### config.mk
export PLATFORM = sky130hd
export DESIGN_NAME = lcc_logic_cell_cluster
export DESIGN_NICKNAME = d
export VERILOG_FILES = /design/src/verilog/lcc_pkg.sv /design/src/verilog/lcc_logic_cell_cluster.sv
export SDC_FILE = /design/constraint.sdc
export NUM_CORES = 1
export LEC_CHECK = 0
export ABC_AREA = 1
export BUFFER_PORTS_ARGS = -buffer_cell sky130_fd_sc_hd__buf_2
export CORE_MARGIN = 2
export CORE_UTILIZATION = 45
export CTS_CLUSTER_DIAMETER = 30
export DETAILED_ROUTE_END_ITERATION = 8
export PLACE_DENSITY_LB_ADDON = 0.3
export SLEW_MARGIN = 20
export SYNTH_ARGS = -nofsm -noshare
export SYNTH_HDL_FRONTEND = slang
export SYNTH_SLANG_ARGS = --single-unit
### constraint.sdc
create_clock -name clock_in -period 2.35 [get_ports clock_in]
set_input_delay 0.1175 -clock clock_in [delete_from_list [all_inputs] [get_ports clock_in]]
set_output_delay 0.1175 -clock clock_in [all_outputs]
set_load 0.03 [all_outputs]
### src/verilog/lcc_pkg.sv
// Package with constants, register map and carrier types for the logic cell cluster.
package lcc_pkg;

  // Number of logic cells in one cluster.
  localparam int unsigned CELL_COUNT = 8;
  // Number of LUT inputs per cell and resulting table depth.
  localparam int unsigned LUT_INPUTS = 4;
  localparam int unsigned LUT_DEPTH = 16;
  // Number of global net buffers feeding the cluster.
  localparam int unsigned GLOBAL_NET_BUFFER_COUNT = 8;

  // Register bus widths.
  localparam int unsigned ADDR_W = 8;
  localparam int unsigned DATA_W = 32;

  // Byte offsets of the registers.
  localparam logic [7:0] OFS_LUT_BASE = 8'h00;
  localparam logic [7:0] OFS_CTRL = 8'h20;
  localparam logic [7:0] OFS_SELECT = 8'h24;
  localparam logic [7:0] OFS_OUTSEL = 8'h28;
  localparam logic [7:0] OFS_STATUS = 8'h2C;

  // Field positions inside the output select register.
  localparam int unsigned POS_OUT_REG = 0;
  localparam int unsigned POS_SET_VAL = 8;
  // Field positions inside the status register.
  localparam int unsigned POS_ST_Q = 0;
  localparam int unsigned POS_ST_OUT = 8;
  localparam int unsigned POS_ST_CARRY = 16;
  localparam int unsigned POS_ST_GRST = 17;

  // Selector values that pick the general routing instead of a global buffer.
  localparam logic [3:0] CLK_SEL_ROUTE = 4'h8;
  localparam logic [2:0] CTL_SEL_ROUTE = 3'h4;

  // Cycles of global reset held after configuration completes.
  localparam logic [1:0] GRST_CYCLES = 2'h2;

  // Values after reset.
  localparam logic [15:0] RST_LUT = 16'h0000;
  localparam logic [7:0] RST_BYTE = 8'h00;
  localparam logic [31:0] RD_ZERO = 32'h0000_0000;

  // Control bits of the cluster.
  typedef struct packed {
    logic sr_use;
    logic ce_use;
    logic sr_async;
    logic cfg_done;
  } lcc_ctrl_type;

  // Source selectors of clock, clock enable and set/reset.
  typedef struct packed {
    logic [2:0] sr_sel;
    logic [2:0] ce_sel;
    logic [3:0] clk_sel;
  } lcc_sel_type;

  // Value of the control register after reset.
  localparam lcc_ctrl_type RST_CTRL = '{sr_use: 1'b0, ce_use: 1'b0, sr_async: 1'b0, cfg_done: 1'b0};
  // Value of the select register after reset.
  localparam lcc_sel_type RST_SEL = '{sr_sel: 3'h0, ce_sel: 3'h0, clk_sel: 4'h0};

endpackage

### src/verilog/lcc_logic_cell_cluster.sv
// Logic block cluster of eight LUT and flip-flop cells with a shared control set.
//
// The address map and the plain strobed port were chosen for this implementation.
`timescale 1ns/1ps

module lcc_logic_cell_cluster (
  input wire logic clock_in,
  input wire logic sys_rst_in,
  input wire logic [7:0] global_net_buffer_in,
  input wire logic route_clk_in,
  input wire logic route_ce_in,
  input wire logic route_sr_in,
  input wire logic [7:0][3:0] lut_data_in,
  input wire logic fast_carry_in,
  output logic fast_carry_out,
  output logic [7:0] cell_out_out,
  input wire logic [7:0] reg_addr_in,
  input wire logic [31:0] reg_wdata_in,
  input wire logic reg_wr_in,
  input wire logic reg_rd_in,
  output logic [31:0] reg_rdata_out
);

  // Reads one entry of a sixteen-entry table.
  function automatic logic lut_eval(input logic [15:0] table_bits, input logic [3:0] index);
    lut_eval = table_bits[index];
  endfunction

  // Majority of three bits, the carry of a full adder.
  function automatic logic majority(input logic a, input logic b, input logic c);
    majority = (a & b) | (a & c) | (b & c);
  endfunction

  // Picks a control source: buffer 2k or 2k+1 by parity, or routing.
  function automatic logic pick_ctl(input logic [7:0] bufs, input logic route, input logic [2:0] sel,
                                    input logic odd);
    logic [2:0] idx;
    idx = {sel[1:0], odd};
    if (sel >= lcc_pkg::CTL_SEL_ROUTE) begin
      pick_ctl = route;
    end else begin
      pick_ctl = bufs[idx];
    end
  endfunction

  // Truth tables of the eight cells.
  logic [15:0] lut_init [8];
  // Control bits written by software.
  lcc_pkg::lcc_ctrl_type ctrl;
  // Source selectors written by software.
  lcc_pkg::lcc_sel_type sel;
  // Per-cell choice of registered output.
  logic [7:0] out_reg_sel;
  // Per-cell value loaded by an active set/reset.
  logic [7:0] set_val;
  // Cell flip-flops.
  logic [7:0] q;
  // Combinational LUT results.
  logic [7:0] lut_out;
  // Carry chain nodes, entry 0 is the incoming fast carry.
  logic [8:0] carry;
  // Per-cell carry propagate condition, set when inputs one and two differ.
  logic [7:0] cell_prop;
  // First and second synchroniser stages for buffers and routing controls.
  logic [10:0] sync_a;
  logic [10:0] sync_b;
  // Selected block clock, delayed for edge detection.
  logic blk_clk;
  logic blk_clk_d;
  // One-cycle pulse at each rising edge of the block clock.
  logic tick;
  // Effective shared clock enable and set/reset.
  logic ce_eff;
  logic sr_active;
  // Configuration done seen one cycle ago.
  logic cfg_done_d;
  // Remaining cycles of post-configuration global reset.
  logic [1:0] grst_cnt;
  // Global reset is in force.
  logic grst_active;
  // Decoded address of a truth table register.
  logic lut_hit;

  // Brings the global buffers and routing controls into the clock domain.
  always_ff @(posedge clock_in) begin
    if (sys_rst_in) begin
      sync_a <= '0;
      sync_b <= '0;
    end else begin
      sync_a <= {route_sr_in, route_ce_in, route_clk_in, global_net_buffer_in};
      sync_b <= sync_a;
    end
  end

  // Selects the shared block clock from any buffer or the routing.
  always_comb begin
    if (sel.clk_sel >= lcc_pkg::CLK_SEL_ROUTE) begin
      blk_clk = sync_b[8];
    end else begin
      blk_clk = sync_b[sel.clk_sel[2:0]];
    end
  end

  // Remembers the block clock level to find its rising edge.
  always_ff @(posedge clock_in) begin
    if (sys_rst_in) begin
      blk_clk_d <= 1'b0;
    end else begin
      blk_clk_d <= blk_clk;
    end
  end

  // A rising block clock edge becomes a one-cycle update enable.
  assign tick = blk_clk & ~blk_clk_d;

  // Odd buffers feed the clock enable, even buffers the set/reset.
  // An unused enable reads as always on, an unused set/reset as never active.
  assign ce_eff = ~ctrl.ce_use | pick_ctl(sync_b[7:0], sync_b[9], sel.ce_sel, 1'b1);
  assign sr_active = ctrl.sr_use & pick_ctl(sync_b[7:0], sync_b[10], sel.sr_sel, 1'b0);

  // Tracks configuration done to start the post-configuration reset.
  always_ff @(posedge clock_in) begin
    if (sys_rst_in) begin
      cfg_done_d <= 1'b0;
    end else begin
      cfg_done_d <= ctrl.cfg_done;
    end
  end

  // Loads the global reset count when configuration completes.
  always_ff @(posedge clock_in) begin
    if (sys_rst_in) begin
      grst_cnt <= 2'h0;
    end else if (ctrl.cfg_done & ~cfg_done_d) begin
      grst_cnt <= lcc_pkg::GRST_CYCLES;
    end else if (grst_cnt != 2'h0) begin
      grst_cnt <= grst_cnt - 2'h1;
    end
  end

  // Global reset holds throughout configuration and just after it.
  assign grst_active = ~ctrl.cfg_done | (ctrl.cfg_done & ~cfg_done_d) | (grst_cnt != 2'h0);

  // Builds the eight cells with their LUTs and carry stages.
  assign carry[0] = fast_carry_in;
  for (genvar i = 0; i < 8; i++) begin : g_cell
    // Table lookup on the four cell inputs.
    assign lut_out[i] = lut_eval(lut_init[i], lut_data_in[i]);
    // Carry from inputs one and two and the previous cell.
    assign carry[i + 1] = majority(lut_data_in[i][1], lut_data_in[i][2], carry[i]);
    // Propagate flag of the cell, watched by the carry chain check.
    assign cell_prop[i] = lut_data_in[i][1] ^ lut_data_in[i][2];
    // Output is either the LUT directly or the flip-flop.
    assign cell_out_out[i] = out_reg_sel[i] ? q[i] : lut_out[i];
  end
  assign fast_carry_out = carry[8];

  // Updates the cell flip-flops with global reset first, then set/reset, then data.
  always_ff @(posedge clock_in) begin
    if (sys_rst_in || grst_active) begin
      // Wake-up state is reset whatever set value is chosen.
      q <= lcc_pkg::RST_BYTE;
    end else if (sr_active && (ctrl.sr_async || tick)) begin
      // Asynchronous mode acts at once; synchronous waits for the clock.
      q <= set_val;
    end else if (tick && ce_eff) begin
      // Only a clock edge with the shared enable loads data.
      q <= lut_out;
    end
  end

  // Truth table writes land on word offsets zero to seven.
  assign lut_hit = (reg_addr_in[7:5] == lcc_pkg::OFS_LUT_BASE[7:5]) && (reg_addr_in[1:0] == 2'h0);

  // Stores the truth tables.
  always_ff @(posedge clock_in) begin
    if (sys_rst_in) begin
      for (int k = 0; k < 8; k++) begin
        lut_init[k] <= lcc_pkg::RST_LUT;
      end
    end else if (reg_wr_in && lut_hit) begin
      lut_init[reg_addr_in[4:2]] <= reg_wdata_in[15:0];
    end
  end

  // Stores the control, select and output select registers.
  always_ff @(posedge clock_in) begin
    if (sys_rst_in) begin
      ctrl <= lcc_pkg::RST_CTRL;
      sel <= lcc_pkg::RST_SEL;
      out_reg_sel <= lcc_pkg::RST_BYTE;
      set_val <= lcc_pkg::RST_BYTE;
    end else if (reg_wr_in) begin
      case (reg_addr_in)
        lcc_pkg::OFS_CTRL: begin
          ctrl <= lcc_pkg::lcc_ctrl_type'(reg_wdata_in[3:0]);
        end
        lcc_pkg::OFS_SELECT: begin
          sel <= lcc_pkg::lcc_sel_type'(reg_wdata_in[9:0]);
        end
        lcc_pkg::OFS_OUTSEL: begin
          out_reg_sel <= reg_wdata_in[lcc_pkg::POS_OUT_REG +: 8];
          set_val <= reg_wdata_in[lcc_pkg::POS_SET_VAL +: 8];
        end
        default: begin
          // Other offsets hold no writable state.
        end
      endcase
    end
  end

  // Returns read data one cycle after the read strobe, zero elsewhere.
  always_ff @(posedge clock_in) begin
    if (sys_rst_in) begin
      reg_rdata_out <= lcc_pkg::RD_ZERO;
    end else if (reg_rd_in) begin
      reg_rdata_out <= lcc_pkg::RD_ZERO;
      if (lut_hit) begin
        reg_rdata_out[15:0] <= lut_init[reg_addr_in[4:2]];
      end else begin
        case (reg_addr_in)
          lcc_pkg::OFS_CTRL: begin
            reg_rdata_out[3:0] <= ctrl;
          end
          lcc_pkg::OFS_SELECT: begin
            reg_rdata_out[9:0] <= sel;
          end
          lcc_pkg::OFS_OUTSEL: begin
            reg_rdata_out[lcc_pkg::POS_OUT_REG +: 8] <= out_reg_sel;
            reg_rdata_out[lcc_pkg::POS_SET_VAL +: 8] <= set_val;
          end
          lcc_pkg::OFS_STATUS: begin
            reg_rdata_out[lcc_pkg::POS_ST_Q +: 8] <= q;
            reg_rdata_out[lcc_pkg::POS_ST_OUT +: 8] <= cell_out_out;
            reg_rdata_out[lcc_pkg::POS_ST_CARRY] <= fast_carry_out;
            reg_rdata_out[lcc_pkg::POS_ST_GRST] <= grst_active;
          end
          default: begin
            // Unmapped offsets read as zero.
          end
        endcase
      end
    end else begin
      reg_rdata_out <= lcc_pkg::RD_ZERO;
    end
  end
endmodule

# Word level (Yosys, flattened, before mapping)

Memories as Yosys holds them, arrays and structs flattened.
Index checks and enable logic that the tools add are counted.

Bits in registers: 96
RAM bits: 128
Input port bits: 88
Output and inout port bits: 41
Logic and storage cells: 158
Memories kept: 1

Memory list:

| name     | depth | width | read ports | clocked after Yosys merged registers in | write ports | RTL line                     | RTL |
|---|---|---|---|---|---|---|---|
| lut_init | 8     | 16    | 9          | 0                                       | 8           | lcc_logic_cell_cluster.sv:47 | `logic [15:0] lut_init [8];` |

$add $sub $neg: 1
Magnitude comparators: 14
Eq/ne operators: 4
Multiplexer cells: 49
Bitwise gates (word level): 52
Reductions and logical operators: 18

Operators with widths:

| kind                                                                         | count |
|---|---|
| 4-bit by 5-bit less-than comparator with 1-bit output, second input constant | 8 |
| 1-bit binary-select mux with 4-bit select                                    | 8 |
| 8-bit by 6-bit equality test with 1-bit output, second input constant        | 4 |
| 16-bit two-way mux                                                           | 2 |
| 1-bit two-way mux                                                            | 28 |
| 1-bit bitwise AND                                                            | 27 |
| 1-bit OR                                                                     | 19 |
| 6-bit case mux with 3 select lines                                           | 1 |
| 8-bit two-way mux                                                            | 2 |
| 4-bit case mux with 4 select lines                                           | 1 |
| 16-bit OR reduction                                                          | 1 |
| 6-bit case mux with 2 select lines                                           | 1 |
| 3-bit by 4-bit less-than comparator with 1-bit output, second input constant | 2 |
| 3-bit greater-or-equal comparator, second input constant                     | 2 |
| 1-bit inverter                                                               | 6 |
| 2-bit AND reduction                                                          | 3 |
| 2-bit nonzero test                                                           | 3 |
| 3-bit by 5-bit less-than comparator with 1-bit output, second input constant | 1 |
| 1-bit binary-select mux with 2-bit select                                    | 2 |
| 4-bit greater-or-equal comparator, second input constant                     | 1 |
| 1-bit logical AND                                                            | 4 |
| 2-bit two-way mux                                                            | 2 |
| 2-bit OR reduction                                                           | 2 |
| 4-bit OR reduction                                                           | 1 |
| other kinds (6)                                                              | 7 |

# Depth between registers and ports, before layout

Depth after elaboration: 24
Depth in mapped cells: 14
Mapped depth without buffers: 13

# Worst setup path after synthesis

No wires, ideal clock.

Path kind: input to register
From: input reg_addr_in[1]
To: memory lut_init[4][0], enable pin
Setup time: 372 ps
Arrival: 1528 ps
Data required time: 1978 ps
Path slack: 450 ps
Stages: 9
Path buffers: 1
Cells stage by stage: or2_4 -> inv_2 -> nand3_4 -> clkinv_2 -> nand3_4 -> nor2_4 -> nand2_2 -> buf_2 -> nand2_1

RTL lines:

| what               | RTL line                     | RTL |
|---|---|---|
| start: declaration | lcc_logic_cell_cluster.sv:17 | `input wire logic [7:0] reg_addr_in,` |
| end: declaration   | lcc_logic_cell_cluster.sv:47 |  |

==> flow_summary.yaml <==
run_status:
  status: "complete, no violations"
route:
  viasPerCell: 5.48
  dr.pass1.iters: 5
  wl_um: 34500
  wl_per_cell_um: 19.4
  drc: 0
  vias: 9724
  drt-initial-drc-count: 1234
  final_antenna_net_count: 0
floorplanning:
  die-area_um2: 24400
  io_pins: 129
  die_h_um: 156
  die_w_um: 156
  rows: 55
  start_util_pct: 45.9
  coreArea_um2: 22700
sta:
  tightest_slew_ns: 0.628
  fin_crit_sh_pct: 93.7
  setup_violations: 0
  fin_tns_setup_ns: 0
  rsz0062_at_grt: "false"
  period_needed_ns: 2.20
  skew_ns: 0.0283
  hold_viol_final: 0
  max_freq_mhz: 454
  relSlewSlack_pct: 58.1
  fin_ws_ns: 0.148
  report.final.slew_viol_count: 0
power_and_ir_drop:
  ir_drop_uv: 463
  power_mw: 11.0
  power.density_nw_per_um2: 847
  leakage_nw: 5.66
critical_path:
  crit_path_start_kind: "flop"
  path_cells: "or2_2 -> nand3_1 -> nand3_1 -> nand3_1 -> nand2_1 -> nand2_1 -> o21ai_0 -> buf_2"
  critPathLaunch: "lut_init[0][4]"
  cp_num_cells: 8
  crit_top_cell: "nand3_1"
  worstRegToRegCells: 11
  critPathMaxFanout: 2
  path_delay_family: "simple AND/OR/NAND/NOR gates"
  r2r_start: "lut_init[0][4]"
  end_kind: "output pin"
  crit_required_ns: 2.23
  reg2reg_to: "reg_rdata_out[8]"
  slowest_delay_ns: 0.38
  crit_path_end: "cell_out_out[0]"
  slowest_stage: "edfxtp_1"
  arrival_ns: 2.08
  r2r_slack_ns: 0.61
  cp_num_buf_inv: 1
  critPathKind: "flop to output pin"
synthesis:
  synth_cells: 1297
  ys_seq_area_share_pct: 52.6
  syn_area_um2: 10400
  synth_cell_types: 37
  synth.avg_cell_area_um2: 8.04
  yosysWarnings: 0
  synth_seq_cells: 210
min_path:
  hold_depth: 5
  hold_class: "primary input to flop"
final_layout:
  n_antenna_cell: 0
  final_common_cell: "nand2_1"
  multi_input_area_um2: 4020
  final_cell_mix: "308 x nand2_1, 207 x nor2_1, 158 x inv_1"
  fin_cells: 1773
  regArea_um2: 5490
  nFillCells: 2032
  area_delta_synth_final_pct: 24.0
  nets: 1542
  drive_gt1_share_pct: 16.1
  final_core_util_pct: 57.0
placement:
  gp_congestion: 0.940
  io_buffer_count: 98
  dpl_worst_slack_ns: 0.393
  hpwl_um: 24400
  placedCellCount: 1663
grt:
  antenna_found_initial: 0
  overflow: 0
  grt_pass1_wl_um: 51200
  grt_max_degree: 41
  grt_pass1_vias: 8945
  grt_usage_pct: 28.1
clock_tree:
  cts.clk_slew.worst_paths_ns: 0.05
  cts_buffers: 44
  clkLatencyLatePin_ns: 0.53
  clock-sinks: 210
  cts_resized: 0
  post-cts-setup-buffers: 0
  cts_hold_buffers: 30
  clockBufferDepth: 3
  clock-root-buffer: "clkbuf_16"
  h-tree-depth: 2
  cts_tree: "built"
flow_run:
  max_cap_violations: 0
-- tightest hold or removal path, delay by kind of cell --
family	cells	cell delay (ns)
simple gates	3	0.26
buf+inv	1	0.08
compound gates	1	0.08
-- logic make-up after synthesis --
logic type | Yosys count | synth area share, %
AOI/OAI and AO/OA | 194 | 10.8
DFF | 210 | 52.6
other | 1 | 0.0359
and+or+nand+nor | 662 | 27.2
buffers and inverters | 230 | 9.38
-- cell usage after synthesis (all sizes together) --
cell    instances  area [um^2]
nand3          89          498
o221ai          4         35.0
a22oi          18          135
o211ai         15          113
buf            44          279
and3            2         12.5
nor2          213          827
o21ai          51          255
edfxtp        128         3840
inv           169          634
dfxtp          82         1640
a31oi           8         50.1
conb            1         3.75
a21oi          73          365
clkinv          2         8.75
o31ai           2         15.0
o22ai          18          113
clkbuf         15         56.3
nor3            3         15.0
or2             2         15.0
nand4          27          169
nand2         326         1300
a221oi          5         50.0
-- flip-flops by register name, summed over array words and instances (netlist names) --
name / flops
blk_clk_d: 1
cfg_done_d: 1
lut_init: 128
grst_cnt: 2
sync_b: 11
ctrl: 4
set_val: 8
sel: 10
reg_rdata_out: 18
sync_a: 11
out_reg_sel: 8
q: 8
-- final cells by class --
| class | instances | share of cell area, % |
|---|---|---|
| tap | 285 | 2.76 |
| clock buffer | 56 | 9.33 |
| sequential | 210 | 42.4 |
| inverter | 171 | 4.97 |
| timing repair buffer | 157 | 7.80 |
| multi-input combinational | 870 | 31.1 |
| clock inverter | 24 | 1.65 |
-- power breakdown --
part	internal (mW)	total (mW)	switching [mW]	leakage, nW
clock	3.93	5.88	1.95	0.691
combinational	0.269	0.946	0.676	3.09
sequential	4.05	4.13	0.0816	1.88
total	8.25	11.0	2.71	5.66
-- per-layer routing --
metal | global-route usage (%) | up-vias | part of all wire (%)
li1 | - | 4574 | -
met1 | 38.9 | 4492 | 40
met2 | 43.4 | 587 | 45
met3 | 5.62 | 71 | 11
met4 | 10.7 | 0 | 3.3
met5 | 0 | - | 0
-- through the flow --
| step | hold WS (ns) | area, um^2 |
|---|---|---|
| 6_report | 0.0434 | 12900 |
| 5_1_grt | 0.0743 | 12900 |
| 4_1_cts | 0.0312 | 12900 |
| 3_5_place_dp | 0.326 | 11200 |
| 3_3_place_gp | 0.319 | 11200 |
| 2_1_floorplan | 0.224 | 10500 |
-- how the worst min path moves through the flow --
stage / from / to / slack, ns
floorplan: global_net_buffer_in[0] / sync_a[0] / 0.22
global placement: global_net_buffer_in[4] / sync_a[4] / 0.32
detailed placement: global_net_buffer_in[5] / sync_a[5] / 0.33
CTS: reg_addr_in[6] / reg_rdata_out[5] / 0.03
global route: reg_addr_in[6] / reg_rdata_out[5] / 0.07
finish: reg_addr_in[6] / reg_rdata_out[5] / 0.04
No activity file was read; power rests on OpenSTA's default activity.
